`src/verilog/ssp_defs.svh`:
```
// Register map, field positions, reset values and counts of the serial port block
// How it works
// - In master mode, a word written to an empty FIFO while idle starts at the next half-bit tick.
// - Other written words queue and go out after all earlier words.
// - A data port read returns and removes the oldest received frame.
// - Short received frames read right-aligned with upper bits zero.
// - Status bit 0 is 1 when transmit FIFO is empty; resets 1.
// - Status bit 1 is 0 when transmit FIFO is full; resets 1.
// - Status bit 2 is 1 while receive FIFO holds an entry.
// - Status bit 3 is 1 when receive FIFO is full.
// - Status bit 4 is 1 while shifting or transmit FIFO not empty.
// - Prescale divisor is even, 0 to 254; bit 0 reads zero.
// - Clock divides by prescale divisor, then by the rate factor plus one.
// - In slave mode the prescale divisor does not affect shifting.
// - Frame done with receive FIFO full sets overrun; newest replaces last.
// - Receive FIFO non-empty and unread 32 bit times sets time-out.
// - Receive raw flag is 1 while receive FIFO at least half full.
// - Transmit raw flag is 1 while transmit FIFO half empty; resets 1.
// - Raw flags show conditions regardless of mask bits.
// - Mask bits enable matching conditions; they reset to zero.
// - Masked bit is raw and enable; interrupt is any masked bit.
// - Bit rate is clock over divisor times rate factor plus one.
// - Writing 1 to clear bit 0 or 1 clears overrun or time-out.
`ifndef SSP_DEFS_SVH
`define SSP_DEFS_SVH

`define ADDR_CTRL0 32'h4004_0000
`define ADDR_CTRL1 32'h4004_0004
`define ADDR_DATA 32'h4004_0008
`define ADDR_STATUS 32'h4004_000c
`define ADDR_PRESCALE 32'h4004_0010
`define ADDR_MASK 32'h4004_0014
`define ADDR_RAW 32'h4004_0018
`define ADDR_MASKED 32'h4004_001c
`define ADDR_CLEAR 32'h4004_0020

`define CTRL1_ENABLE 1
`define CTRL1_SLAVE 2
`define CLEAR_OVERRUN 0
`define CLEAR_TIMEOUT 1

`define SIZE_RESET 4'h7
`define SIZE_MIN 4'h3
`define SCR_RESET 8'h00
`define PRESCALE_RESET 8'h00
`define MASK_RESET 4'h0

`define FIFO_DEPTH 4'h8
`define FIFO_HALF 4'h4
`define TIMEOUT_BITS 32
`define TIMEOUT_HALF_TICKS 7'(2 * `TIMEOUT_BITS)

`endif

```
`src/verilog/ssp_pkg.sv`:
```
// Types shared by the serial port block
package ssp_pkg;
    typedef enum logic [2:0] {
        st_idle,
        st_setup,
        st_high,
        st_low,
        st_end,
        st_slave
    } ser_state_e;
endpackage : ssp_pkg

```
`src/verilog/sync_serial_fifo_regs.sv`:
```
// Synchronous serial port: FIFOs, status, prescaler, interrupt flags and shifter
//
// Our own choice: the strobed register port.
`timescale 1ns/10ps
`default_nettype none
`include "ssp_defs.svh"
module sync_serial_fifo_regs (
    // Clock and reset
    input wire logic ref_clk,
    input wire logic reset_n,
    // Register port
    input wire logic [31:0] addr,
    input wire logic [31:0] wdata,
    input wire logic wr_en,
    input wire logic rd_en,
    output logic [31:0] rdata,
    // Serial clock pin
    input wire logic ser_clk_in,
    output logic ser_clk_out,
    output logic ser_clk_oe,
    // Select pin, active low
    input wire logic sel_n_in,
    output logic sel_n_out,
    output logic sel_n_oe,
    // Serial data pins
    input wire logic ser_din,
    output logic ser_dout,
    output logic ser_dout_oe,
    // Interrupt
    output logic irq
);
    import ssp_pkg::*;

    ssp_pkg::ser_state_e state;
    logic [3:0] size_m1;
    logic [7:0] serial_clock_rate_factor;
    logic ctrl_enable;
    logic ctrl_slave;
    logic [7:0] prescale_divisor;
    logic [3:0] irq_enable_mask;
    logic overrun_raw_flag;
    logic rx_timeout_raw_flag;
    logic [6:0] pre_cnt;
    logic half_pre;
    logic [7:0] scr_cnt;
    logic half_tick;
    logic [6:0] timeout_cnt;
    logic clk_meta;
    logic clk_sync;
    logic clk_prev;
    logic sel_meta;
    logic sel_sync;
    logic din_meta;
    logic din_sync;
    logic [15:0] tx_shift;
    logic [15:0] rx_shift;
    logic [15:0] rx_word;
    logic [3:0] bit_cnt;
    logic need_load;
    logic tx_pop;
    logic rx_push;
    logic [15:0] tx_head;
    logic [15:0] rx_head;
    logic [3:0] tx_count;
    logic [3:0] rx_count;
    logic [15:0] tx_aligned;
    logic tx_push;
    logic rx_pop;
    logic tx_fifo_empty_flag;
    logic tx_fifo_not_full_flag;
    logic rx_fifo_not_empty_flag;
    logic rx_fifo_full_flag;
    logic controller_active_flag;
    logic [3:0] irq_raw_status;
    logic [3:0] irq_masked_status;
    logic clk_rise;
    logic clk_fall;
    logic clear_wr;

    assign tx_push = wr_en && (addr == `ADDR_DATA) && tx_fifo_not_full_flag;
    assign rx_pop = rd_en && (addr == `ADDR_DATA) && rx_fifo_not_empty_flag;
    assign clear_wr = wr_en && (addr == `ADDR_CLEAR);

    sync_fifo tx_fifo (
        .ref_clk(ref_clk),
        .reset_n(reset_n),
        .push(tx_push),
        .push_data(wdata[15:0]),
        .pop(tx_pop),
        .head(tx_head),
        .count(tx_count)
    );

    sync_fifo rx_fifo (
        .ref_clk(ref_clk),
        .reset_n(reset_n),
        .push(rx_push),
        .push_data(rx_word),
        .pop(rx_pop),
        .head(rx_head),
        .count(rx_count)
    );

    assign tx_fifo_empty_flag = (tx_count == 4'h0);
    assign tx_fifo_not_full_flag = (tx_count != `FIFO_DEPTH);
    assign rx_fifo_not_empty_flag = (rx_count != 4'h0);
    assign rx_fifo_full_flag = (rx_count == `FIFO_DEPTH);
    assign controller_active_flag = (state != st_idle) || !tx_fifo_empty_flag;
    assign irq_raw_status = {(tx_count <= `FIFO_HALF), (rx_count >= `FIFO_HALF),
        rx_timeout_raw_flag, overrun_raw_flag};
    assign irq_masked_status = irq_raw_status & irq_enable_mask;
    // right-aligned word moved to the top bit
    assign tx_aligned = tx_head << (4'hf - size_m1);
    assign clk_rise = clk_sync && !clk_prev;
    assign clk_fall = !clk_sync && clk_prev;

    // Pin synchronisers
    always_ff @(posedge ref_clk or negedge reset_n) begin
        if (!reset_n) begin
            clk_meta <= 1'b0;
            clk_sync <= 1'b0;
            clk_prev <= 1'b0;
            sel_meta <= 1'b1;
            sel_sync <= 1'b1;
            din_meta <= 1'b0;
            din_sync <= 1'b0;
        end else begin
            clk_meta <= ser_clk_in;
            clk_sync <= clk_meta;
            clk_prev <= clk_sync;
            sel_meta <= sel_n_in;
            sel_sync <= sel_meta;
            din_meta <= ser_din;
            din_sync <= din_meta;
        end
    end

    // Control registers
    always_ff @(posedge ref_clk or negedge reset_n) begin
        if (!reset_n) begin
            size_m1 <= `SIZE_RESET;
            serial_clock_rate_factor <= `SCR_RESET;
            ctrl_enable <= 1'b0;
            ctrl_slave <= 1'b0;
            prescale_divisor <= `PRESCALE_RESET;
            irq_enable_mask <= `MASK_RESET;
        end else if (wr_en) begin
            case (addr)
                `ADDR_CTRL0: begin
                    size_m1 <= (wdata[3:0] < `SIZE_MIN) ? `SIZE_MIN : wdata[3:0];
                    serial_clock_rate_factor <= wdata[15:8];
                end
                `ADDR_CTRL1: begin
                    ctrl_enable <= wdata[`CTRL1_ENABLE];
                    if (!ctrl_enable) begin
                        ctrl_slave <= wdata[`CTRL1_SLAVE];
                    end
                end
                `ADDR_PRESCALE: prescale_divisor <= {wdata[7:1], 1'b0};
                `ADDR_MASK: irq_enable_mask <= wdata[3:0];
                default: begin
                end
            endcase
        end
    end

    always_ff @(posedge ref_clk or negedge reset_n) begin
        if (!reset_n) begin
            pre_cnt <= 7'h00;
            half_pre <= 1'b0;
        end else if (!ctrl_enable || (prescale_divisor[7:1] == 7'h00)) begin
            pre_cnt <= 7'h00;
            half_pre <= 1'b0;
        end else if (pre_cnt == (prescale_divisor[7:1] - 7'h01)) begin
            pre_cnt <= 7'h00;
            half_pre <= 1'b1;
        end else begin
            pre_cnt <= pre_cnt + 7'h01;
            half_pre <= 1'b0;
        end
    end

    always_ff @(posedge ref_clk or negedge reset_n) begin
        if (!reset_n) begin
            scr_cnt <= 8'h00;
            half_tick <= 1'b0;
        end else if (!ctrl_enable) begin
            scr_cnt <= 8'h00;
            half_tick <= 1'b0;
        end else if (half_pre && (scr_cnt == serial_clock_rate_factor)) begin
            scr_cnt <= 8'h00;
            half_tick <= 1'b1;
        end else begin
            scr_cnt <= half_pre ? scr_cnt + 8'h01 : scr_cnt;
            half_tick <= 1'b0;
        end
    end

    // Shifter state machine for master and slave
    always_ff @(posedge ref_clk or negedge reset_n) begin
        if (!reset_n) begin
            state <= st_idle;
            tx_shift <= 16'h0000;
            rx_shift <= 16'h0000;
            rx_word <= 16'h0000;
            bit_cnt <= 4'h0;
            need_load <= 1'b0;
            tx_pop <= 1'b0;
            rx_push <= 1'b0;
            ser_clk_out <= 1'b0;
            sel_n_out <= 1'b1;
            ser_dout <= 1'b0;
        end else begin
            tx_pop <= 1'b0;
            rx_push <= 1'b0;
            if (!ctrl_enable) begin
                state <= st_idle;
                ser_clk_out <= 1'b0;
                sel_n_out <= 1'b1;
                need_load <= 1'b0;
            end else begin
                case (state)
                    st_idle: begin
                        bit_cnt <= 4'h0;
                        rx_shift <= 16'h0000;
                        if (ctrl_slave) begin
                            if (!sel_sync) begin
                                state <= st_slave;
                                tx_shift <= tx_fifo_empty_flag ? 16'h0000 : tx_aligned;
                                ser_dout <= !tx_fifo_empty_flag && tx_aligned[15];
                                tx_pop <= !tx_fifo_empty_flag;
                            end
                        end else if (!tx_fifo_empty_flag && half_tick) begin
                            state <= st_setup;
                            tx_shift <= tx_aligned;
                            ser_dout <= tx_aligned[15];
                            tx_pop <= 1'b1;
                            sel_n_out <= 1'b0;
                        end
                    end
                    st_setup, st_low: begin
                        if (half_tick) begin
                            ser_clk_out <= 1'b1;
                            rx_shift <= {rx_shift[14:0], din_sync};
                            state <= st_high;
                        end
                    end
                    st_high: begin
                        if (half_tick) begin
                            ser_clk_out <= 1'b0;
                            if (bit_cnt == size_m1) begin
                                rx_word <= rx_shift;
                                rx_push <= 1'b1;
                                state <= st_end;
                            end else begin
                                tx_shift <= {tx_shift[14:0], 1'b0};
                                ser_dout <= tx_shift[14];
                                bit_cnt <= bit_cnt + 4'h1;
                                state <= st_low;
                            end
                        end
                    end
                    st_end: begin
                        if (half_tick) begin
                            bit_cnt <= 4'h0;
                            rx_shift <= 16'h0000;
                            if (!tx_fifo_empty_flag) begin
                                tx_shift <= tx_aligned;
                                ser_dout <= tx_aligned[15];
                                tx_pop <= 1'b1;
                                state <= st_setup;
                            end else begin
                                sel_n_out <= 1'b1;
                                state <= st_idle;
                            end
                        end
                    end
                    st_slave: begin
                        if (sel_sync) begin
                            state <= st_idle;
                            need_load <= 1'b0;
                        end else if (clk_rise) begin
                            if (bit_cnt == size_m1) begin
                                rx_word <= {rx_shift[14:0], din_sync};
                                rx_push <= 1'b1;
                                rx_shift <= 16'h0000;
                                bit_cnt <= 4'h0;
                                need_load <= 1'b1;
                            end else begin
                                rx_shift <= {rx_shift[14:0], din_sync};
                                bit_cnt <= bit_cnt + 4'h1;
                            end
                        end else if (clk_fall) begin
                            if (need_load) begin
                                tx_shift <= tx_fifo_empty_flag ? 16'h0000 : tx_aligned;
                                ser_dout <= !tx_fifo_empty_flag && tx_aligned[15];
                                tx_pop <= !tx_fifo_empty_flag;
                                need_load <= 1'b0;
                            end else begin
                                tx_shift <= {tx_shift[14:0], 1'b0};
                                ser_dout <= tx_shift[14];
                            end
                        end
                    end
                    default: state <= st_idle;
                endcase
            end
        end
    end

    // Pin drive enables
    always_ff @(posedge ref_clk or negedge reset_n) begin
        if (!reset_n) begin
            ser_clk_oe <= 1'b0;
            sel_n_oe <= 1'b0;
            ser_dout_oe <= 1'b0;
        end else begin
            ser_clk_oe <= ctrl_enable && !ctrl_slave;
            sel_n_oe <= ctrl_enable && !ctrl_slave;
            ser_dout_oe <= ctrl_enable && (ctrl_slave ? !sel_sync
                : ((state != st_idle) || (half_tick && !tx_fifo_empty_flag)));
        end
    end

    always_ff @(posedge ref_clk or negedge reset_n) begin
        if (!reset_n) begin
            overrun_raw_flag <= 1'b0;
        end else if (rx_push && rx_fifo_full_flag && !rx_pop) begin
            overrun_raw_flag <= 1'b1;
        end else if (clear_wr && wdata[`CLEAR_OVERRUN]) begin
            overrun_raw_flag <= 1'b0;
        end
    end

    always_ff @(posedge ref_clk or negedge reset_n) begin
        if (!reset_n) begin
            timeout_cnt <= 7'h00;
        end else if (!rx_fifo_not_empty_flag || rx_pop) begin
            timeout_cnt <= 7'h00;
        end else if (half_tick && (timeout_cnt != `TIMEOUT_HALF_TICKS)) begin
            timeout_cnt <= timeout_cnt + 7'h01;
        end
    end

    always_ff @(posedge ref_clk or negedge reset_n) begin
        if (!reset_n) begin
            rx_timeout_raw_flag <= 1'b0;
        end else if (half_tick && !rx_pop && rx_fifo_not_empty_flag
                     && (timeout_cnt == (`TIMEOUT_HALF_TICKS - 7'h01))) begin
            rx_timeout_raw_flag <= 1'b1;
        end else if (clear_wr && wdata[`CLEAR_TIMEOUT]) begin
            rx_timeout_raw_flag <= 1'b0;
        end
    end

    always_ff @(posedge ref_clk or negedge reset_n) begin
        if (!reset_n) begin
            irq <= 1'b0;
        end else begin
            irq <= |irq_masked_status;
        end
    end

    // Read data, valid only in the cycle after the strobe
    always_ff @(posedge ref_clk or negedge reset_n) begin
        if (!reset_n) begin
            rdata <= 32'h0000_0000;
        end else if (rd_en) begin
            case (addr)
                `ADDR_CTRL0: rdata <= {16'h0000, serial_clock_rate_factor, 4'h0, size_m1};
                `ADDR_CTRL1: rdata <= {29'h0, ctrl_slave, ctrl_enable, 1'b0};
                `ADDR_DATA: rdata <= {16'h0000, rx_fifo_not_empty_flag ? rx_head : 16'h0000};
                `ADDR_STATUS: rdata <= {27'h0, controller_active_flag, rx_fifo_full_flag,
                    rx_fifo_not_empty_flag, tx_fifo_not_full_flag, tx_fifo_empty_flag};
                `ADDR_PRESCALE: rdata <= {24'h000000, prescale_divisor};
                `ADDR_MASK: rdata <= {28'h0, irq_enable_mask};
                `ADDR_RAW: rdata <= {28'h0, irq_raw_status};
                `ADDR_MASKED: rdata <= {28'h0, irq_masked_status};
                default: rdata <= 32'h0000_0000;
            endcase
        end else begin
            rdata <= 32'h0000_0000;
        end
    end
endmodule : sync_serial_fifo_regs
`default_nettype wire

```
`src/verilog/sync_fifo.sv`:
```
// Eight-word FIFO with overwrite of the newest word when full
`timescale 1ns/10ps
`default_nettype none
`include "ssp_defs.svh"
module sync_fifo (
    // Clock and reset
    input wire logic ref_clk,
    input wire logic reset_n,
    // Write side
    input wire logic push,
    input wire logic [15:0] push_data,
    // Read side
    input wire logic pop,
    output logic [15:0] head,
    output logic [3:0] count
);
    logic [15:0] mem [0:7];
    logic [2:0] wr_ptr;
    logic [2:0] rd_ptr;
    logic full;
    logic do_push;
    logic do_pop;

    assign full = (count == `FIFO_DEPTH);
    assign do_pop = pop && (count != 4'h0);
    assign do_push = push && (!full || do_pop);
    assign head = mem[rd_ptr];

    always_ff @(posedge ref_clk) begin
        if (do_push) begin
            mem[wr_ptr] <= push_data;
        end else if (push) begin
            mem[wr_ptr - 3'h1] <= push_data;
        end
    end

    always_ff @(posedge ref_clk or negedge reset_n) begin
        if (!reset_n) begin
            wr_ptr <= 3'h0;
            rd_ptr <= 3'h0;
            count <= 4'h0;
        end else begin
            if (do_push) begin
                wr_ptr <= wr_ptr + 3'h1;
            end
            if (do_pop) begin
                rd_ptr <= rd_ptr + 3'h1;
            end
            if (do_push && !do_pop) begin
                count <= count + 4'h1;
            end else if (do_pop && !do_push) begin
                count <= count - 4'h1;
            end
        end
    end
endmodule : sync_fifo
`default_nettype wire

```
`config.mk`:
```
export PLATFORM = sky130hd
export DESIGN_NAME = sync_serial_fifo_regs
export DESIGN_NICKNAME = d
export VERILOG_FILES = /design/src/verilog/ssp_pkg.sv /design/src/verilog/sync_serial_fifo_regs.sv /design/src/verilog/sync_fifo.sv
export VERILOG_INCLUDE_DIRS = /design/src /design/src/verilog
export SDC_FILE = /design/constraint.sdc
export NUM_CORES = 1
export LEC_CHECK = 0
export ABC_AREA = 1
export BUFFER_PORTS_ARGS = -buffer_cell sky130_fd_sc_hd__buf_2
export CORE_MARGIN = 2
export CORE_UTILIZATION = 45
export CTS_CLUSTER_DIAMETER = 40
export DETAILED_ROUTE_END_ITERATION = 8
export GPL_TIMING_DRIVEN = 1
export PLACE_DENSITY_LB_ADDON = 0.15
export SKIP_CTS_REPAIR_TIMING = 1
export SYNTH_ARGS = -nofsm -noshare
export SYNTH_HDL_FRONTEND = slang
export SYNTH_SLANG_ARGS = --single-unit
```
`constraint.sdc`:
```
create_clock -name ref_clk -period 2.85 [get_ports ref_clk]
set_clock_uncertainty 0.1 [all_clocks]
set_input_delay 0.4275 -clock ref_clk [delete_from_list [all_inputs] [get_ports ref_clk]]
set_output_delay 0.4275 -clock ref_clk [all_outputs]
set_load 0.01 [all_outputs]
```
==> run summary, run 1 <==
The flow ran to the end, but the final reports show violations. The final reports fail on design-rule violations. The upper clock frequency limit came out at 391.2 MHz.

The worst hold-check path type is primary input to register. The CTS root buffer is sky130_fd_sc_hd__clkbuf_16. The die is 209.9 µm tall. The layout overhead on the synthesized area is 19.06%.

The finished cells cover 0.02271 mm². The initial core utilization is 45.58%. The area of placed instances came out at 0.02052 mm². The aggregate global-route resource usage is 21.45%.

The largest net degree at the start of global routing is 62. The total congestion overflow after global routing came out at 0. The number of H-tree levels came out at 2. The most used flip-flop cell after synthesis is sky130_fd_sc_hd__edfxtp_1. The data arrival time at the worst-slack endpoint is 2950 ps. The final setup violation count came out at 0. The area of the multi-input gates came out at 0.006367 mm². The critical path is of the register to register type. The I/O pin count came out at 110. Counting instances in the post-synthesis netlist gives the leading cell types as sky130_fd_sc_hd__nand2_1 (428), sky130_fd_sc_hd__nor2_1 (260), sky130_fd_sc_hd__edfxtp_1 (256).

The distinct cell type count after synthesis came out at 57. The total number of nets in the final design is 2174. The endpoint identified for the worst register-to-register timing path is rx_fifo.count[3]. The floorplan has 75 rows. The count of input and output buffers is 77. After clock tree synthesis, the clock-pin slew on the worst setup and hold paths is 60 ps.

The kind of capture point of the worst setup path is a register. The post-layout total power came out at 14.34 mW. The HPWL after detailed placement is 30610 µm. The library cell occupying the most area in the post-synthesis netlist is sky130_fd_sc_hd__edfxtp_1. The filler cell count in the final layout is 3743.

The worst hold path startpoint is wdata[14]. The total leakage power came out at 9.718 nW. After synthesis the netlist holds a flip-flop and latch count of 413. The start point of the critical path is rx_fifo.count[0].

The number of global-route vias before repair is 13670. 0 antenna diodes ended up in the layout. The initial antenna violation count is 3. The total power divided by cell area is 631.2 mW/mm². The accumulated negative setup slack came out at 0 ps. Measured in cells, the most critical reg-to-reg path has a length of 17. The relative slew slack is 60.12%. The number of clock sinks is 413.

The register area is 0.01163 mm². The total wire length came out at 46240 µm. TritonCTS built the clock tree. Measured along the x axis, the die boundary spans 209.9 µm. The critical-path maximum fanout came out at 4. The clock latency reported for the late side of the worst-skew pair is 610 ps. VDD sags by at most 0.0006570 V.

The detailed router's first-iteration violation count came out at 957. The number of vias after detailed routing came out at 13970. The fraction of final layout cells with drive strength greater than 1 is 15.15%. The max-capacitance violation count is 0. The worst register-to-register path begins at rx_fifo.count[0]. For the worst setup path, the data required time is 3240 ps. The number of cells on the worst hold path is 1. sky130_fd_sc_hd__nand2_1 is the most common cell in the netlist. The count of pins over their slew limit is 0. Counting I/O delays and the setup requirement, the final critical path takes 2556 ps. Setup repair after global routing left no endpoint under its margin. The synthesized design contains 256 enable-type register cells. The total CTS buffers came out at 59. The average detailed-routed wire length per instance came out at 17.31 µm. The number of hold violations in the final report is 0. The overall die area came out at 0.04405 mm². The path with the worst hold slack has its endpoint at tx_fifo.mem[2][14]. The final period utilization is 89.70%. The maximum number of buffers from clock root to sink is 3. For the pin with the worst max-slew slack, the measured transition is 597.4 ps. The floorplan core area is 0.04185 mm². Before antenna repair, the detailed router went through 9 iterations.

The synthesized area came out at 0.01908 mm². The reg2reg setup slack came out at 290 ps. After detailed routing, the number of remaining DRC violations is 3. The area fraction of the dominant cell type after synthesis came out at 40.30%. In this run the remaining antenna-violating nets after routing total 0. The final core utilization came out at 54.27%. The worst slack on hold paths came out at 36.49 ps.

A synthesized cell averages 9.818 µm². The global placer's final weighted congestion is 0.8770. STA classifies the critical path startpoint as a register. Synthesis produced 1943 cells. The wire length of the first global-routing pass is 74160 µm. Yosys attributes the largest share of cell area to sky130_fd_sc_hd__edfxtp_1 (40%), sky130_fd_sc_hd__dfrtp_1 (20%), sky130_fd_sc_hd__nand2_1 (8.4%). The total number of yosys warnings came out at 0. The detailed-route vias per instance came out at 5.228.

The sequential area share after synthesis is 60.93%. The share of synthesized flip-flops with an asynchronous set or reset came out at 38.01%.
==> through the flow <==
stage / cells / worst slack (ps)
2_1_floorplan: 1958 / -269.7
3_3_place_gp: 2555 / -121.3
3_5_place_dp: 2555 / -195.8
4_1_cts: 2667 / 255.4
5_1_grt: 2671 / 22.06
6_report: 2671 / 293.6
==> layout make-up <==
| type | instances | area share, % |
|---|---|---|
| sequential | 413 | 51.19 |
| multi-input combinational | 1270 | 28.04 |
| clock buffer | 65 | 6.831 |
| timing repair buffer | 156 | 5.316 |
| inverter | 181 | 3.013 |
| tap | 539 | 2.969 |
| clock inverter | 47 | 2.644 |
==> worst max-delay path by stage <==
stage	to	slack, ps	cells after the start
after floorplan	tx_fifo.mem[2][0]	-270	11
after global placement	rx_fifo.count[3]	-120	22
after detailed placement	tx_fifo.count[3]	-200	20
after CTS	rx_fifo.count[3]	260	17
after global routing	rx_fifo.count[3]	20	17
final	rx_fifo.count[3]	290	17
==> sequential cells by signal, summed over array words and instances (netlist names), 7 cells and up <==
name                      cells
rx_fifo.mem                 128
tx_fifo.mem                 128
rdata                        16
rx_shift                     16
rx_word                      16
tx_shift                     15
scr_cnt                       8
serial_clock_rate_factor      8
pre_cnt                       7
prescale_divisor              7
timeout_cnt                   7
==> worst max-delay path, stage by stage (launching register included) <==
cell	delay (ps)
sky130_fd_sc_hd__dfrtp_1	430
sky130_fd_sc_hd__nor2_1	100
sky130_fd_sc_hd__inv_1	60
sky130_fd_sc_hd__nor2_1	130
sky130_fd_sc_hd__inv_1	90
sky130_fd_sc_hd__nand3_1	100
sky130_fd_sc_hd__nand2_1	90
sky130_fd_sc_hd__nand2_1	100
sky130_fd_sc_hd__inv_1	60
sky130_fd_sc_hd__ha_1	200
sky130_fd_sc_hd__inv_1	100
sky130_fd_sc_hd__ha_1	230
sky130_fd_sc_hd__a21o_1	190
sky130_fd_sc_hd__a21oi_2	130
sky130_fd_sc_hd__nor2_1	50
sky130_fd_sc_hd__nor2_1	80
sky130_fd_sc_hd__nand2_1	70
sky130_fd_sc_hd__xor2_1	130
==> layer usage <==
layer  up-vias  routed length, µm  global-route usage [%]
li1       6827                  -                       -
met1      6744              20080                   28.04
met2       302              22660                   36.29
met3        88               2206                   3.920
met4         4               1269                   6.994
met5         -                 22                       0
==> cell usage in the layout (no fill, tap or decap), types with 32 or more instances in the layout <==
master,synthesis,layout
sky130_fd_sc_hd__buf_4,22,58
sky130_fd_sc_hd__o32ai_1,32,32
sky130_fd_sc_hd__clkbuf_16,0,61
sky130_fd_sc_hd__buf_2,22,76
sky130_fd_sc_hd__a21oi_1,34,33
sky130_fd_sc_hd__nand3_1,180,180
sky130_fd_sc_hd__nor2_1,260,258
sky130_fd_sc_hd__o21ai_0,101,101
sky130_fd_sc_hd__edfxtp_1,256,256
sky130_fd_sc_hd__dfrtp_1,151,149
sky130_fd_sc_hd__nand2_1,428,427
sky130_fd_sc_hd__inv_1,171,170
==> cell families (layout without fill, tap and decap cells) <==
| kind of cell | Yosys count | after routing | synth area share (%) |
|---|---|---|---|
| AND/OR/NAND/NOR | 937 | 937 | 20.64 |
| flip-flops | 413 | 413 | 60.93 |
| buffers and inverters | 275 | 449 | 6.251 |
| AO/OA/AOI/OAI | 237 | 237 | 7.779 |
| XOR/XNOR | 43 | 43 | 1.974 |
| adder cells (fa/ha/maj) | 22 | 22 | 1.522 |
| multiplexers | 15 | 15 | 0.8789 |
| other | 1 | 16 | 0.01966 |
==> power by group <==
group	switching (mW)	internal, mW	total (mW)
clock network	2.89	4.92	7.81
registers	0.00338	6.35	6.35
logic	0.129	0.0482	0.177
Note: power is estimated with default switching activity, not from simulation.
==> run 2, diff against run 1 <==
==> constraint.sdc (replaced) <==
create_clock -name ref_clk -period 2.85 [get_ports ref_clk]
set_clock_uncertainty 0.1 [all_clocks]
set_input_delay 0.57 -clock ref_clk [delete_from_list [all_inputs] [get_ports ref_clk]]
set_output_delay 0.57 -clock ref_clk [all_outputs]
set_load 0.01 [all_outputs]
==> run 2 against run 1 <==
Effect of this change:
- the run now ends clean
- non-clock buffer count rose by 8
- cell area rose by 0.17%
- final cell count rose by 0.30%
- die area stayed put
- global-route usage down 0.31 points
- worst hold slack gained 120 ps
- critical path depth decreased by 4
- core utilization up 0.090 points
- via count shrank 0.49%
- maximum frequency down 1.8%
- count of clock-buffer cells in the layout up 3
- critical endpoint is now tx_fifo.count[3]
==> run summary, run 2 (synthesis gave the netlist of run 1 again) <==
In the routed design, unresolved DRC markers number 0. In the final layout, the share of cells above drive strength 1 is 15.93%. The final setup violation count came out at 0.

The upper clock frequency limit came out at 384.0 MHz. The most critical setup path has its startpoint at tx_fifo.count[0]. The detailed placer's ending HPWL came out at 30480 µm. The aggregate global-route resource usage is 21.14%.

The number of antenna cells inserted is 0. The measured slew at the worst slew-check pin is 749.5 ps. The total overflow left after global routing is 0.

The floorplan step set the die width to 209.9 µm. The final period utilization came out at 91.38%. The floorplan core area came out at 0.04185 mm². In this run, the number of DRC markers left after iteration 0 of detailed routing was 898. Setup repair after global routing left no endpoint under its margin. In the layout the commonest cells are sky130_fd_sc_hd__nand2_1 (426), sky130_fd_sc_hd__edfxtp_1 (256), sky130_fd_sc_hd__nor2_1 (250), sky130_fd_sc_hd__nand3_1 (180), sky130_fd_sc_hd__inv_1 (169). The post-layout total power is 14.23 mW.

The library cell used most frequently in the layout, excluding fill and tap cells, is sky130_fd_sc_hd__nand2_1. CTS placed an instance of sky130_fd_sc_hd__clkbuf_16 at the clock tree root. The length of the first detailed-routing pass in iterations is 5. The shortest period the worst path allows is 2604 ps. The count of pins over their slew limit is 0. The CTS tree is built.

In the final layout, the registers with the most flip-flops are rx_fifo.mem (128), tx_fifo.mem (128). The total number of nets in the final design is 2182. The number of hold violations in the final report came out at 0. The clock transition at the registers of the reported paths is 60 ps. The first global-routing pass estimated 72960 µm of wire. The startpoint identified for the worst register-to-register timing path is tx_fifo.count[0].

At the worst endpoint, the required time is 3250 ps. The total wire length came out at 45460 µm. For the worst setup path, the data arrival time is 3000 ps. The clock net in this run drives a total of 413 sinks.

The kind of capture point of the worst setup path is a register. In this run the count of I/O pins placed on the die edge is 110. The average detailed-routed wire length per instance is 16.97 µm.

The global placer's final weighted congestion came out at 0.8569. The critical path endpoint is tx_fifo.count[3]. The later pin in the worst-skew pair is clocked with a latency of 620 ps. The die is 209.9 µm tall. The reg2reg setup slack is 250 ps. The overall die area came out at 0.04405 mm². The maximum number of buffers from clock root to sink came out at 3. The relative slew slack is 50.03%. The antenna violation net count after detailed routing is 0.

The number of cell instances on the worst register-to-register path came out at 13. The flow ran to the end, and the final reports show no timing, DRC or antenna violations. The endpoint identified for the worst register-to-register timing path is tx_fifo.count[3].

The number of global-route vias before repair is 13640. The number of H-tree levels came out at 2. For this configuration, the core starts out at a cell density of 45.58%. The number of clock buffers added by TritonCTS is 59.

The initial antenna violation count came out at 2. Once placement completed, the tool counted placed cells totaling 2563. The critical path startpoint category is a register.

Across the VDD grid, the largest voltage drop is 0.0005610 V. Along the worst path, the maximum fanout reaches 4. The routed layout has 13900 vias. The number of standard cells in the layout, taps in and fillers out came out at 2679. The layout overhead on the synthesized area came out at 19.26%. The count of input and output buffers came out at 77. Across the run, the number of max-cap violations was 0. The largest net degree at the start of global routing came out at 54.

The type of the worst setup path is register to register. The tightest min-delay check is of the primary input to register type. Counting the fill cells in the layout gives 3672. The standard-cell row count came out at 75. Measured on the finished design, the core utilization comes to 54.36%. The detailed-route vias per instance came out at 5.187. The total leakage power came out at 9.746 nW. The total power divided by cell area is 625.3 mW/mm².
-- run 2: worst max-delay path: stages, from the launching register on --
cell and delay, ps:
sky130_fd_sc_hd__dfrtp_1 440, sky130_fd_sc_hd__nor2_1 160, sky130_fd_sc_hd__inv_1 80, sky130_fd_sc_hd__nor3_1 380, sky130_fd_sc_hd__nor3_4 80, sky130_fd_sc_hd__ha_1 210
sky130_fd_sc_hd__inv_1 100, sky130_fd_sc_hd__ha_1 240, sky130_fd_sc_hd__a21o_1 190, sky130_fd_sc_hd__a21oi_1 160, sky130_fd_sc_hd__nor2_1 60, sky130_fd_sc_hd__nor2_1 80
sky130_fd_sc_hd__nand2_1 70, sky130_fd_sc_hd__xor2_1 140
-- run 2: worst min path at each step --
stage,from,endpoint,slack (ps),cells after the start
CTS,reset_n,clk_meta,-280,1
floorplan,reset_n,bit_cnt[0],170,0
global placement,din_meta,din_sync,240,0
global route,wdata[14],tx_fifo.mem[3][14],140,1
finish,wdata[14],tx_fifo.mem[3][14],160,1
detailed placement,din_meta,din_sync,240,0
-- run 2: cell type report --
class / count / area (µm²) / share of cell area (%)
tap: 539 / 674.4 / 2.964
inverter: 181 / 684.4 / 3.008
sequential: 413 / 11620 / 51.10
clock inverter: 44 / 540.5 / 2.376
timing repair buffer: 164 / 1242 / 5.461
multi-input combinational: 1270 / 6389 / 28.08
clock buffer: 68 / 1594 / 7.007
-- run 2: where the power goes --
part / total (mW) / leakage (nW) / internal [mW] / switching (mW)
clock: 7.70 / 1.03 / 4.76 / 2.94
combinational: 0.180 / 4.00 / 0.0518 / 0.128
sequential: 6.35 / 4.72 / 6.35 / 0.00300
-- run 2: per-stage QoR --
step / hold slack [ps] / setup TNS [ps] / worst slack (ps) / area [µm²]
after floorplan: 174.4 / -51390 / -399.9 / 19160
after global placement: 235.8 / -7964 / -305.4 / 20570
after detailed placement: 241.3 / -13870 / -364.6 / 20570
after CTS: -277.0 / 0 / 270.6 / 22710
after global routing: 143.9 / 0 / 12.44 / 22750
final: 160.8 / 0 / 245.6 / 22750
-- run 2: metal layers --
metal | global-route usage (%) | part of all wire [%]
met2 | 35.72 | 49
met5 | 0 | 0.024
met1 | 27.51 | 44
met3 | 3.771 | 4.3
met4 | 7.508 | 3.1
